==> src/fcs_consts.svh <==
`ifndef FCS_CONSTS_SVH
`define FCS_CONSTS_SVH

// Option block in flash, word addressed.
`define FCS_OPT_BASE      22'h008000
`define FCS_OPT_WORDS     32
`define FCS_OPT_AW        5

// Option word 0 fields.
`define FCS_OPT_SCHEME_LSB 0
`define FCS_OPT_DECOMP_BIT 3
`define FCS_OPT_DIV_LSB    4
// Page start and length words are scaled by this shift.
`define FCS_PAGE_SHIFT     6

// Clock rates.
`define FCS_CLK_MHZ       40
`define FCS_OSC_MHZ       10
`define FCS_FETCH_DIV     (`FCS_CLK_MHZ / `FCS_OSC_MHZ)

// Done timeout in configuration clock edges.
`define FCS_DONE_EDGES    64

// Pulse lengths, least times rounded up.
`define FCS_ERR_PULSE_NS  1000
`define FCS_ERR_PULSE_CYC ((`FCS_ERR_PULSE_NS * `FCS_CLK_MHZ + 999) / 1000)
`define FCS_RECONF_NS     2000
`define FCS_RECONF_CYC    ((`FCS_RECONF_NS * `FCS_CLK_MHZ + 999) / 1000)

// Reset values.
`define FCS_RST_DATA      8'h00

`endif

==> src/fcs_pkg.sv <==
package fcs_pkg;

   typedef enum logic [2:0] {
      FCS_S_HOLD     = 3'b000,
      FCS_S_FETCH    = 3'b001,
      FCS_S_APPLY    = 3'b010,
      FCS_S_READY    = 3'b011,
      FCS_S_STREAM   = 3'b100,
      FCS_S_DONEW    = 3'b101,
      FCS_S_ERR      = 3'b110,
      FCS_S_COMPLETE = 3'b111
   } fcs_state_e;

   typedef enum logic [2:0] {
      FCS_M_SER1 = 3'b000,
      FCS_M_SER2 = 3'b001,
      FCS_M_SER4 = 3'b010,
      FCS_M_SER8 = 3'b011,
      FCS_M_BYTE = 3'b100
   } fcs_scheme_e;

   typedef struct packed {
      fcs_state_e  state;
      logic        st1;
      logic        st2;
      logic        dn1;
      logic        dn2;
      logic [2:0]  pg1;
      logic [2:0]  pg2;
      logic [2:0]  tick;
      logic [5:0]  widx;
      logic        pend;
      logic        rd;
      logic [21:0] fa;
      logic [21:0] nxt;
      logic [21:0] left;
      logic [2:0]  scheme;
      logic        decomp;
      logic [7:0]  div;
      logic [2:0]  page;
      logic [15:0] sh;
      logic [4:0]  bits;
      logic        dat_ok;
      logic        last_seen;
      logic [7:0]  dat;
      logic        clk_o;
      logic [7:0]  hcnt;
      logic [6:0]  edges;
      logic [7:0]  pc;
      logic [7:0]  rc;
      logic        din_v;
      logic [15:0] din_w;
   } fcs_st_s;

endpackage

==> src/fcs_mem_if.sv <==
`timescale 1ns/1ps
`default_nettype none

interface fcs_mem_if;
   logic        we;
   logic [4:0]  waddr;
   logic [15:0] wdata;
   logic [4:0]  raddr;
   logic [15:0] rdata;

   modport ctl (output we, waddr, wdata, raddr, input rdata);
   modport mem (input we, waddr, wdata, raddr, output rdata);
endinterface // fcs_mem_if

`default_nettype wire

==> src/fcs_opt_mem.sv <==
`timescale 1ns/1ps
`default_nettype none

module fcs_opt_mem (
   // Clock
   input  wire logic clk_in,
   // Access port
   fcs_mem_if.mem    port
);

   logic [15:0] mem_q [0:31];

   always_ff @(posedge clk_in) begin
      if (port.we) begin
         mem_q[port.waddr] <= port.wdata;
      end
      port.rdata <= mem_q[port.raddr];
   end

endmodule // fcs_opt_mem

`default_nettype wire

==> src/fcs_top.sv <==
`timescale 1ns/1ps
`default_nettype none
`include "fcs_consts.svh"

// Notes on behaviour
// - After reset read 32 option words from flash word address 0x8000.
// - Option fetch paced at the 10 MHz default oscillator rate.
// - Options set scheme, clock divider, decompression and page placement.
// - Start clock and data only when status high and done low.
// - Page select pins sampled after reset and held for the transfer.
// - Serial chain mode sends 1, 2, 4 or 8 bits per clock.
// - Byte parallel mode sends a whole byte per clock.
// - Data lines outside the selected width are driven low.
// - Clock stops while no data is ready and resumes after.
// - Done error if done stays low 64 clocks after the last bit.
// - Done error pulses the status pin low to restart configuration.
// - Status pulled low by the target halts the transfer.
// - Status released again lets the controller retry configuration.
// - After completion clock held low and all data lines high.
// - After completion flash path floats with pull-ups and keepers.
// - Reconfiguration request pin pulled low on the initiate instruction.
// - Status line open drain, only ever pulled low, never driven high.
// - Low pulse on status restarts the controller from the beginning.
// - Flash words optionally decompressed, streamed out in real time.
module fcs_top (
   // Clock and reset
   input  wire logic        clk_in,
   input  wire logic        rstn_in,
   // Internal flash read path
   output logic [21:0]      flash_addr_out,
   output logic             flash_rd_out,
   input  wire logic [15:0] flash_data_in,
   input  wire logic        flash_valid_in,
   output logic             flash_drive_out,
   output logic             flash_pullup_out,
   output logic             flash_keeper_out,
   // Decompressor
   output logic             dec_in_valid_out,
   output logic [15:0]      dec_in_word_out,
   input  wire logic        dec_in_ready_in,
   input  wire logic        dec_out_valid_in,
   input  wire logic [15:0] dec_out_word_in,
   input  wire logic        dec_out_last_in,
   output logic             dec_out_ready_out,
   // Target configuration pins
   output logic             config_clock_out,
   output logic [7:0]       config_data_out,
   output logic             byte_parallel_mode_out,
   input  wire logic        status_in,
   output logic             status_out,
   output logic             status_oe_out,
   input  wire logic        done_in,
   input  wire logic [2:0]  page_select_in,
   // Reconfiguration request
   input  wire logic        init_conf_in,
   output logic             reconf_req_out,
   output logic             reconf_req_oe_out
);

   localparam fcs_pkg::fcs_st_s ST_RST = '{
      state : fcs_pkg::FCS_S_FETCH,
      st1   : 1'b1,
      st2   : 1'b1,
      dat   : `FCS_RST_DATA,
      default : '0
   };

   fcs_pkg::fcs_st_s st_q;
   fcs_pkg::fcs_st_s st_d;

   logic             can_rd;
   logic             fin;
   logic             dec_take;

   fcs_mem_if mi ();

   fcs_opt_mem u_mem (
      .clk_in (clk_in),
      .port   (mi.mem)
   );

   // Number of data lines in use for a scheme.
   function automatic logic [4:0] lane_width(input logic [2:0] s);
      unique case (s)
         fcs_pkg::FCS_M_SER1: lane_width = 5'h01;
         fcs_pkg::FCS_M_SER2: lane_width = 5'h02;
         fcs_pkg::FCS_M_SER4: lane_width = 5'h04;
         default:             lane_width = 5'h08;
      endcase
   endfunction

   // Mask that keeps unused data lines low.
   function automatic logic [7:0] lane_mask(input logic [2:0] s);
      unique case (s)
         fcs_pkg::FCS_M_SER1: lane_mask = 8'h01;
         fcs_pkg::FCS_M_SER2: lane_mask = 8'h03;
         fcs_pkg::FCS_M_SER4: lane_mask = 8'h0f;
         default:             lane_mask = 8'hff;
      endcase
   endfunction

   // Option memory word read at each apply step.
   function automatic logic [4:0] opt_addr(input logic [5:0] idx,
                                           input logic [2:0] pg);
      unique case (idx[1:0])
         2'b00:   opt_addr = 5'h00;
         2'b01:   opt_addr = {1'b0, pg, 1'b0} + 5'h01;
         default: opt_addr = {1'b0, pg, 1'b0} + 5'h02;
      endcase
   endfunction

   assign mi.we    = (st_q.state == fcs_pkg::FCS_S_FETCH)
                     && st_q.pend && flash_valid_in;
   assign mi.waddr = st_q.widx[4:0];
   assign mi.wdata = flash_data_in;
   assign mi.raddr = opt_addr(st_q.widx, st_q.page);

   assign dec_take = (st_q.state == fcs_pkg::FCS_S_STREAM)
                     && st_q.decomp && (st_q.bits == 5'h00);

   assign can_rd = (st_q.left != 22'h0) && !st_q.pend
                   && (st_q.decomp ? !st_q.din_v : (st_q.bits == 5'h00));

   assign fin = st_q.decomp ? st_q.last_seen
                            : ((st_q.left == 22'h0) && !st_q.pend);

   always_comb begin
      st_d     = st_q;
      st_d.rd  = 1'b0;
      st_d.st1 = status_in;
      st_d.st2 = st_q.st1;
      st_d.dn1 = done_in;
      st_d.dn2 = st_q.dn1;
      st_d.pg1 = page_select_in;
      st_d.pg2 = st_q.pg1;

      if (st_q.rc != 8'h00) begin
         st_d.rc = st_q.rc - 8'h01;
      end
      if (init_conf_in) begin
         st_d.rc = 8'(`FCS_RECONF_CYC);
      end

      if (st_q.din_v && dec_in_ready_in) begin
         st_d.din_v = 1'b0;
      end

      unique case (st_q.state)
         fcs_pkg::FCS_S_HOLD: begin
            st_d.clk_o = 1'b0;
            st_d.dat   = 8'h00;
            if (st_q.st2) begin
               // Released status starts a fresh sequence.
               st_d.state = fcs_pkg::FCS_S_FETCH;
               st_d.widx  = 6'h00;
               st_d.tick  = 3'h0;
               st_d.pend  = 1'b0;
            end
         end

         fcs_pkg::FCS_S_FETCH: begin
            if (st_q.tick == 3'(`FCS_FETCH_DIV - 1)) begin
               st_d.tick = 3'h0;
               if (!st_q.pend && (st_q.widx < 6'(`FCS_OPT_WORDS))) begin
                  st_d.rd   = 1'b1;
                  st_d.fa   = `FCS_OPT_BASE + {16'h0000, st_q.widx};
                  st_d.pend = 1'b1;
               end
            end else begin
               st_d.tick = st_q.tick + 3'h1;
            end
            if (st_q.pend && flash_valid_in) begin
               st_d.pend = 1'b0;
               st_d.widx = st_q.widx + 6'h01;
            end
            if ((st_q.widx == 6'(`FCS_OPT_WORDS)) && !st_q.pend) begin
               st_d.page  = st_q.pg2;
               st_d.widx  = 6'h00;
               st_d.state = fcs_pkg::FCS_S_APPLY;
            end
         end

         fcs_pkg::FCS_S_APPLY: begin
            st_d.widx = st_q.widx + 6'h01;
            unique case (st_q.widx[1:0])
               2'b01: begin
                  st_d.scheme = mi.rdata[`FCS_OPT_SCHEME_LSB +: 3];
                  st_d.decomp = mi.rdata[`FCS_OPT_DECOMP_BIT];
                  st_d.div    = mi.rdata[`FCS_OPT_DIV_LSB +: 8];
               end
               2'b10: begin
                  st_d.nxt = 22'({mi.rdata, `FCS_PAGE_SHIFT'h0});
               end
               2'b11: begin
                  st_d.left  = 22'({mi.rdata, `FCS_PAGE_SHIFT'h0});
                  st_d.state = fcs_pkg::FCS_S_READY;
               end
               2'b00: begin
               end
            endcase
         end

         fcs_pkg::FCS_S_READY: begin
            if (st_q.st2 && !st_q.dn2) begin
               st_d.state     = fcs_pkg::FCS_S_STREAM;
               st_d.hcnt      = 8'h00;
               st_d.bits      = 5'h00;
               st_d.dat_ok    = 1'b0;
               st_d.last_seen = 1'b0;
               st_d.clk_o     = 1'b0;
            end
         end

         fcs_pkg::FCS_S_STREAM: begin
            if (can_rd) begin
               st_d.rd   = 1'b1;
               st_d.fa   = st_q.nxt;
               st_d.nxt  = st_q.nxt + 22'h1;
               st_d.left = st_q.left - 22'h1;
               st_d.pend = 1'b1;
            end
            if (st_q.pend && flash_valid_in) begin
               st_d.pend = 1'b0;
               if (st_q.decomp) begin
                  st_d.din_v = 1'b1;
                  st_d.din_w = flash_data_in;
               end else begin
                  st_d.sh   = flash_data_in;
                  st_d.bits = 5'h10;
               end
            end
            if (dec_take && dec_out_valid_in) begin
               st_d.sh        = dec_out_word_in;
               st_d.bits      = 5'h10;
               st_d.last_seen = st_q.last_seen | dec_out_last_in;
            end
            if (st_q.hcnt != 8'h00) begin
               st_d.hcnt = st_q.hcnt - 8'h01;
            end else if (st_q.clk_o) begin
               st_d.clk_o  = 1'b0;
               st_d.dat_ok = 1'b0;
               st_d.hcnt   = st_q.div;
            end else if (st_q.dat_ok) begin
               st_d.clk_o = 1'b1;
               st_d.hcnt  = st_q.div;
            end else if (st_q.bits != 5'h00) begin
               // Data is set up a half period ahead of the rising edge.
               st_d.dat    = st_q.sh[7:0] & lane_mask(st_q.scheme);
               st_d.sh     = st_q.sh >> lane_width(st_q.scheme);
               st_d.bits   = st_q.bits - lane_width(st_q.scheme);
               st_d.dat_ok = 1'b1;
               st_d.hcnt   = st_q.div;
            end else if (fin) begin
               st_d.state = fcs_pkg::FCS_S_DONEW;
               st_d.edges = 7'h00;
               st_d.dat   = 8'h00;
            end
            // Otherwise the clock rests low until data arrives.
         end

         fcs_pkg::FCS_S_DONEW: begin
            if (st_q.hcnt != 8'h00) begin
               st_d.hcnt = st_q.hcnt - 8'h01;
            end else begin
               st_d.clk_o = !st_q.clk_o;
               st_d.hcnt  = st_q.div;
               if (!st_q.clk_o) begin
                  st_d.edges = st_q.edges + 7'h01;
               end
            end
            if (st_q.dn2) begin
               st_d.state = fcs_pkg::FCS_S_COMPLETE;
               st_d.clk_o = 1'b0;
               st_d.dat   = 8'hff;
            end else if (st_q.edges == 7'(`FCS_DONE_EDGES)) begin
               st_d.state = fcs_pkg::FCS_S_ERR;
               st_d.clk_o = 1'b0;
               st_d.pc    = 8'(`FCS_ERR_PULSE_CYC);
            end
         end

         fcs_pkg::FCS_S_ERR: begin
            if (st_q.pc == 8'h01) begin
               st_d.state = fcs_pkg::FCS_S_HOLD;
            end
            st_d.pc = st_q.pc - 8'h01;
         end

         fcs_pkg::FCS_S_COMPLETE: begin
            st_d.clk_o = 1'b0;
            st_d.dat   = 8'hff;
         end
      endcase

      // Status low from the target halts and resets the sequence.
      if (!st_q.st2 && (st_q.state != fcs_pkg::FCS_S_HOLD)
          && (st_q.state != fcs_pkg::FCS_S_ERR)) begin
         st_d.state     = fcs_pkg::FCS_S_HOLD;
         st_d.clk_o     = 1'b0;
         st_d.dat       = 8'h00;
         st_d.pend      = 1'b0;
         st_d.din_v     = 1'b0;
         st_d.dat_ok    = 1'b0;
         st_d.bits      = 5'h00;
         st_d.rd        = 1'b0;
      end
   end

   always_ff @(posedge clk_in or negedge rstn_in) begin
      if (!rstn_in) begin
         st_q <= ST_RST;
      end else begin
         st_q <= st_d;
      end
   end

   assign flash_addr_out    = st_q.fa;
   assign flash_rd_out      = st_q.rd;
   assign flash_drive_out   = (st_q.state != fcs_pkg::FCS_S_COMPLETE);
   assign flash_pullup_out  = (st_q.state == fcs_pkg::FCS_S_COMPLETE);
   assign flash_keeper_out  = (st_q.state == fcs_pkg::FCS_S_COMPLETE);

   assign dec_in_valid_out  = st_q.din_v;
   assign dec_in_word_out   = st_q.din_w;
   assign dec_out_ready_out = dec_take;

   assign config_clock_out  = st_q.clk_o;
   assign config_data_out   = st_q.dat;
   assign byte_parallel_mode_out = (st_q.scheme == fcs_pkg::FCS_M_BYTE);

   // Open-drain pins only ever pull low.
   assign status_out        = 1'b0;
   assign status_oe_out     = (st_q.state == fcs_pkg::FCS_S_ERR);
   assign reconf_req_out    = 1'b0;
   assign reconf_req_oe_out = (st_q.rc != 8'h00);

endmodule // fcs_top

`default_nettype wire

==> config.mk <==
export PLATFORM = sky130hd
export DESIGN_NAME = fcs_top
export DESIGN_NICKNAME = d
export VERILOG_FILES = /design/src/fcs_pkg.sv /design/src/fcs_mem_if.sv /design/src/fcs_opt_mem.sv /design/src/fcs_top.sv
export VERILOG_INCLUDE_DIRS = /design/src /design/src/src
export SDC_FILE = /design/constraint.sdc
export NUM_CORES = 1
export LEC_CHECK = 0
export BUFFER_PORTS_ARGS = -buffer_cell sky130_fd_sc_hd__buf_2
export CORE_MARGIN = 2
export CORE_UTILIZATION = 58
export CTS_CLUSTER_DIAMETER = 50
export CTS_CLUSTER_SIZE = 14
export DETAILED_ROUTE_END_ITERATION = 10
export PLACE_DENSITY = 0.75
export SLEW_MARGIN = 20
export SYNTH_ARGS = -nofsm -noshare
export SYNTH_HDL_FRONTEND = slang
export SYNTH_SLANG_ARGS = --single-unit
==> constraint.sdc <==
create_clock -name clk_in -period 5.9 [get_ports clk_in]
set_clock_uncertainty 0.1 [all_clocks]
set_input_delay 0.59 -clock clk_in [delete_from_list [all_inputs] [get_ports clk_in]]
set_output_delay 0.59 -clock clk_in [all_outputs]
set_load 0.05 [all_outputs]
==> impl_metrics.env <==
export IMPL_worstSetupStartpointType="flop"
export IMPL_internal_power_w=0.00999
export IMPL_worst_skew_pair_late_latency_ns=0.64
export IMPL_floorplan_die_area_mm2=0.0552
export IMPL_clockPowerShare=0.297
export IMPL_design_area_mm2=0.0342
export IMPL_tritoncts="built"
export IMPL_synth_yosys_seq_area_share=0.657
export IMPL_r2r_end="u_mem.port.rdata[12]"
export IMPL_share_comb_of_total_power=0.288
export IMPL_fin_tns_setup_ns=0
export IMPL_maxCapViolations=0
export IMPL_timing_rr_start="mi.waddr[1]"
export IMPL_cts_htree_levels=3
export IMPL_synth_largest_area_cell="edfxtp_1"
export IMPL_critPathArrivalTime_ns=4.77
export IMPL_path_cells="inv_1 -> ha_1 -> or3_2 -> buf_4 -> and2_4 -> buf_4 -> nand2_1 -> a31oi_1 -> o22ai_1 -> nor4_1"
export IMPL_finalSetupViolCount=0
export IMPL_vertical_extent_of_the_die_um=235
export IMPL_slowest_stage="and2_4"
export IMPL_route_final_wire_length_um=83300
export IMPL_postLayoutCoreUtil=0.649
export IMPL_die_width_um=235
export IMPL_post_syn_area_mm2=0.0309
export IMPL_worst_setup_path_type="reg -> reg"
export IMPL_cts_root_buf="clkbuf_16"
export IMPL_drt_first_pass_iters=8
export IMPL_post_dp_cell_area_mm2=0.0318
export IMPL_place_gp_congestion=0.918
export IMPL_synth_edff_count=512
export IMPL_post_drt_wl_per_cell_um=25.7
export IMPL_p_leak_nw=12.8
export IMPL_min_from="init_conf_in"
export IMPL_largest_net_degree_at_the_start_of_global_routing=187
export IMPL_timing_hold_violations_final=0
export IMPL_leading_cell_types_by_total_area_after_synthesis="edfxtp_1 (50%), dfrtp_1 (15%), nand2_1 (4.2%)"
export IMPL_average_vias_per_placed_instance=6.65
export IMPL_number_of_antenna_violations_at_the_first_check_in_global_routing=1
export IMPL_clock_sinks=713
export IMPL_sequentialPowerShare=0.415
export IMPL_post_synth_cell_area_avg_um2=12.6
export IMPL_post_cts_hold_buffer_count=6
export IMPL_psw_w=0.00553
export IMPL_fin_crit_share=0.734
export IMPL_critical_path_endpoint_type="flop"
export IMPL_worstRegToRegCells=10
export IMPL_io_pins=102
export IMPL_postSynthCellCount=2463
export IMPL_worst_setup_path_startpoint="mi.waddr[1]"
export IMPL_swShare=0.356
export IMPL_cp_max_fo=94
export IMPL_ant_nets=0
export IMPL_synth_cell_types=84
export IMPL_post_route_cells_drive_above_1_share=0.147
export IMPL_drt_iter0_drc=2932
export IMPL_finalCriticalPeriod_ns=4.33
export IMPL_fillCellCount=3757
export IMPL_tightest_slew_ns=1.07
export IMPL_setup_reg_to_reg_worst_slack_ns=1.57
export IMPL_slew_viol_final=0
export IMPL_worstHoldPathType="in -> reg"
export IMPL_first_global_vias=20852
export IMPL_power_per_standard_cell_area_mw_per_mm2=454
export IMPL_synth_yosys_warnings=0
export IMPL_diodes=0
export IMPL_fp_coreArea_mm2=0.0527
export IMPL_wire_length_of_the_first_global_routing_pass_um=126000
export IMPL_critical_path_endpoint="u_mem.port.rdata[12]"
export IMPL_dpl_worst_slack_ns=1.73
export IMPL_synth_seq_cells=713
export IMPL_cts_reportedPaths_clkPinSlew_ns=0.06
export IMPL_fin_worst_hold_slack_ns=0.154
export IMPL_cts_made_buffers=72
export IMPL_initial_core_utilization=0.587
export IMPL_final_setup_worst_slack_ns=1.57
export IMPL_route_vias_total=21532
export IMPL_row_count=84
export IMPL_cts_post_setup_buffers_inserted=0
export IMPL_required_ns=6.34
export IMPL_portBuffers=99
export IMPL_synth_main_ff_cell="edfxtp_1"
export IMPL_irDropWorstVdd_mv=0.367
export IMPL_async_set_or_reset_register_ratio_after_synthesis=0.259
export IMPL_max_freq_mhz=231
export IMPL_drc=0
export IMPL_cts_buffer_depth=3
export IMPL_design_final_nets=2562
export IMPL_synth_top_cell_area_share=0.497
export IMPL_outcome="finished, final reports clean"
export IMPL_critical_path_max_stage_delay_ns=0.98
export IMPL_grt_usage=0.299
export IMPL_most_frequent_cell_on_the_critical_path="buf_4"
export IMPL_dp_hpwl_um=50600
export IMPL_grt_overflow_total=0
export IMPL_grt_setup_unrepaired="false"
export IMPL_cts_resized_gates=0
export IMPL_slew_limit_headroom=0.282
export IMPL_area_growth_synth_to_final_pct=10.5
Yosys cell counts, drive strengths merged, types with 6 or more instances:
master and count:
o21ai 104, mux2 38, nand3 41, xor2 6, or2 9, nor2b 11, o211ai 13, edfxtp 512
nand2b 12, nor3 30, nor2 125, nand3b 10, and2 7, a31oi 112, nand4 13, inv 35
o31ai 13, dfxtp 16, clkbuf 98, mux4 33, ha 21, a22o 12, buf 106, o22ai 71
nor4 32, xnor2 7, and3 103, a21oi 102, or3 12, nand2 348, o41ai 7, nor3b 6
dfrtp 182, a21o 10, o21a 6, or3b 6, a211oi 110, mux2i 25
layout make-up:
| class | count | area, um2 | share of cell area |
|---|---|---|---|
| multi-input cells | 1511 | 9490 | 0.277 |
| inverters | 36 | 135 | 0.00395 |
| well taps | 688 | 861 | 0.0252 |
| repair buffers | 162 | 1020 | 0.0298 |
| flip-flops and latches | 713 | 20300 | 0.595 |
| clock inverters | 29 | 389 | 0.0114 |
| clock buffers | 97 | 1970 | 0.0576 |
through the flow:
stage | total power, W | cells
finish | 0.0155 | 3236
global route | 0.0162 | 3236
CTS | 0.0155 | 3236
detailed placement | 0.0109 | 3104
global placement | 0.0107 | 3104
floorplan | 0.00959 | 2464
worst max-delay path, delay by kind of cell, from the launching register on:
family	cells	cell delay [ns]
compound gates	2	0.32
buf+inv	3	1.28
simple gates	4	1.58
fa+ha+maj	1	0.44
flops	1	0.46
power groups by stage:
stage	combinational, W	sequential [W]	clock [W]
2_1_floorplan	0.00341	0.00618	0
3_3_place_gp	0.00426	0.00649	0
3_5_place_dp	0.00439	0.00651	0
4_1_cts	0.00442	0.00641	0.00467
5_1_grt	0.00483	0.00649	0.00485
6_report	0.00447	0.00644	0.00461
placed cells by master, fill, tap and decap left out, drive strengths merged, types with 11 or more instances in the layout:
master    n
inv      45
edfxtp  512
nor2b    11
nand4    13
a21oi   102
mux2     38
o31ai    13
dfxtp    16
nor2    125
nor3     30
nand2b   12
mux2i    25
a22o     12
dfrtp   182
a211oi  110
mux4     33
nand2   348
clkbuf   98
and3    103
or3      12
o211ai   13
nor4     32
ha       21
nand3    41
o22ai    71
o21ai   104
a31oi   112
buf     155
per-layer routing:
layer  GRT usage  up-vias  wire, um
met4       0.136        2      4060
li1            -     9370         -
met5           0        -        13
met3      0.0629      221      8260
met1       0.404    10715     31700
met2       0.470     1224     39300
worst min path at each step:
stage	endpoint	slack (ns)	cells past startpoint
2_1_floorplan	config_clock_out	0.19	0
3_3_place_gp	st_q[174]	0.24	0
3_5_place_dp	st_q[178]	0.24	0
4_1_cts	st_q[20]	0.13	2
5_1_grt	st_q[22]	0.15	2
6_report	st_q[20]	0.15	2
logic make-up (layout without fill, tap and decap cells):
group / count (synthesis) / after routing / share of synthesized area
multiplexers: 96 / 96 / 0.0460
AO/OA/AOI/OAI: 601 / 601 / 0.126
adder cells (fa/ha/maj): 22 / 22 / 0.00914
XOR/XNOR: 13 / 13 / 0.00368
buffers and inverters: 240 / 324 / 0.0379
other: 1 / 2 / 0.000121
AND/OR/NAND/NOR: 777 / 777 / 0.120
flip-flops: 713 / 713 / 0.657
registers in the layout, indices dropped and copies added (netlist names):
register,cells
u_mem.mem_q,512
st_q,126
flash_addr_out,22
dec_in_word_out,16
u_mem.port.rdata,16
config_data_out,8
mi.waddr,5
st_d,5
config_clock_out,1
dec_in_valid_out,1
flash_rd_out,1
Power figures use the tool's default switching activity.
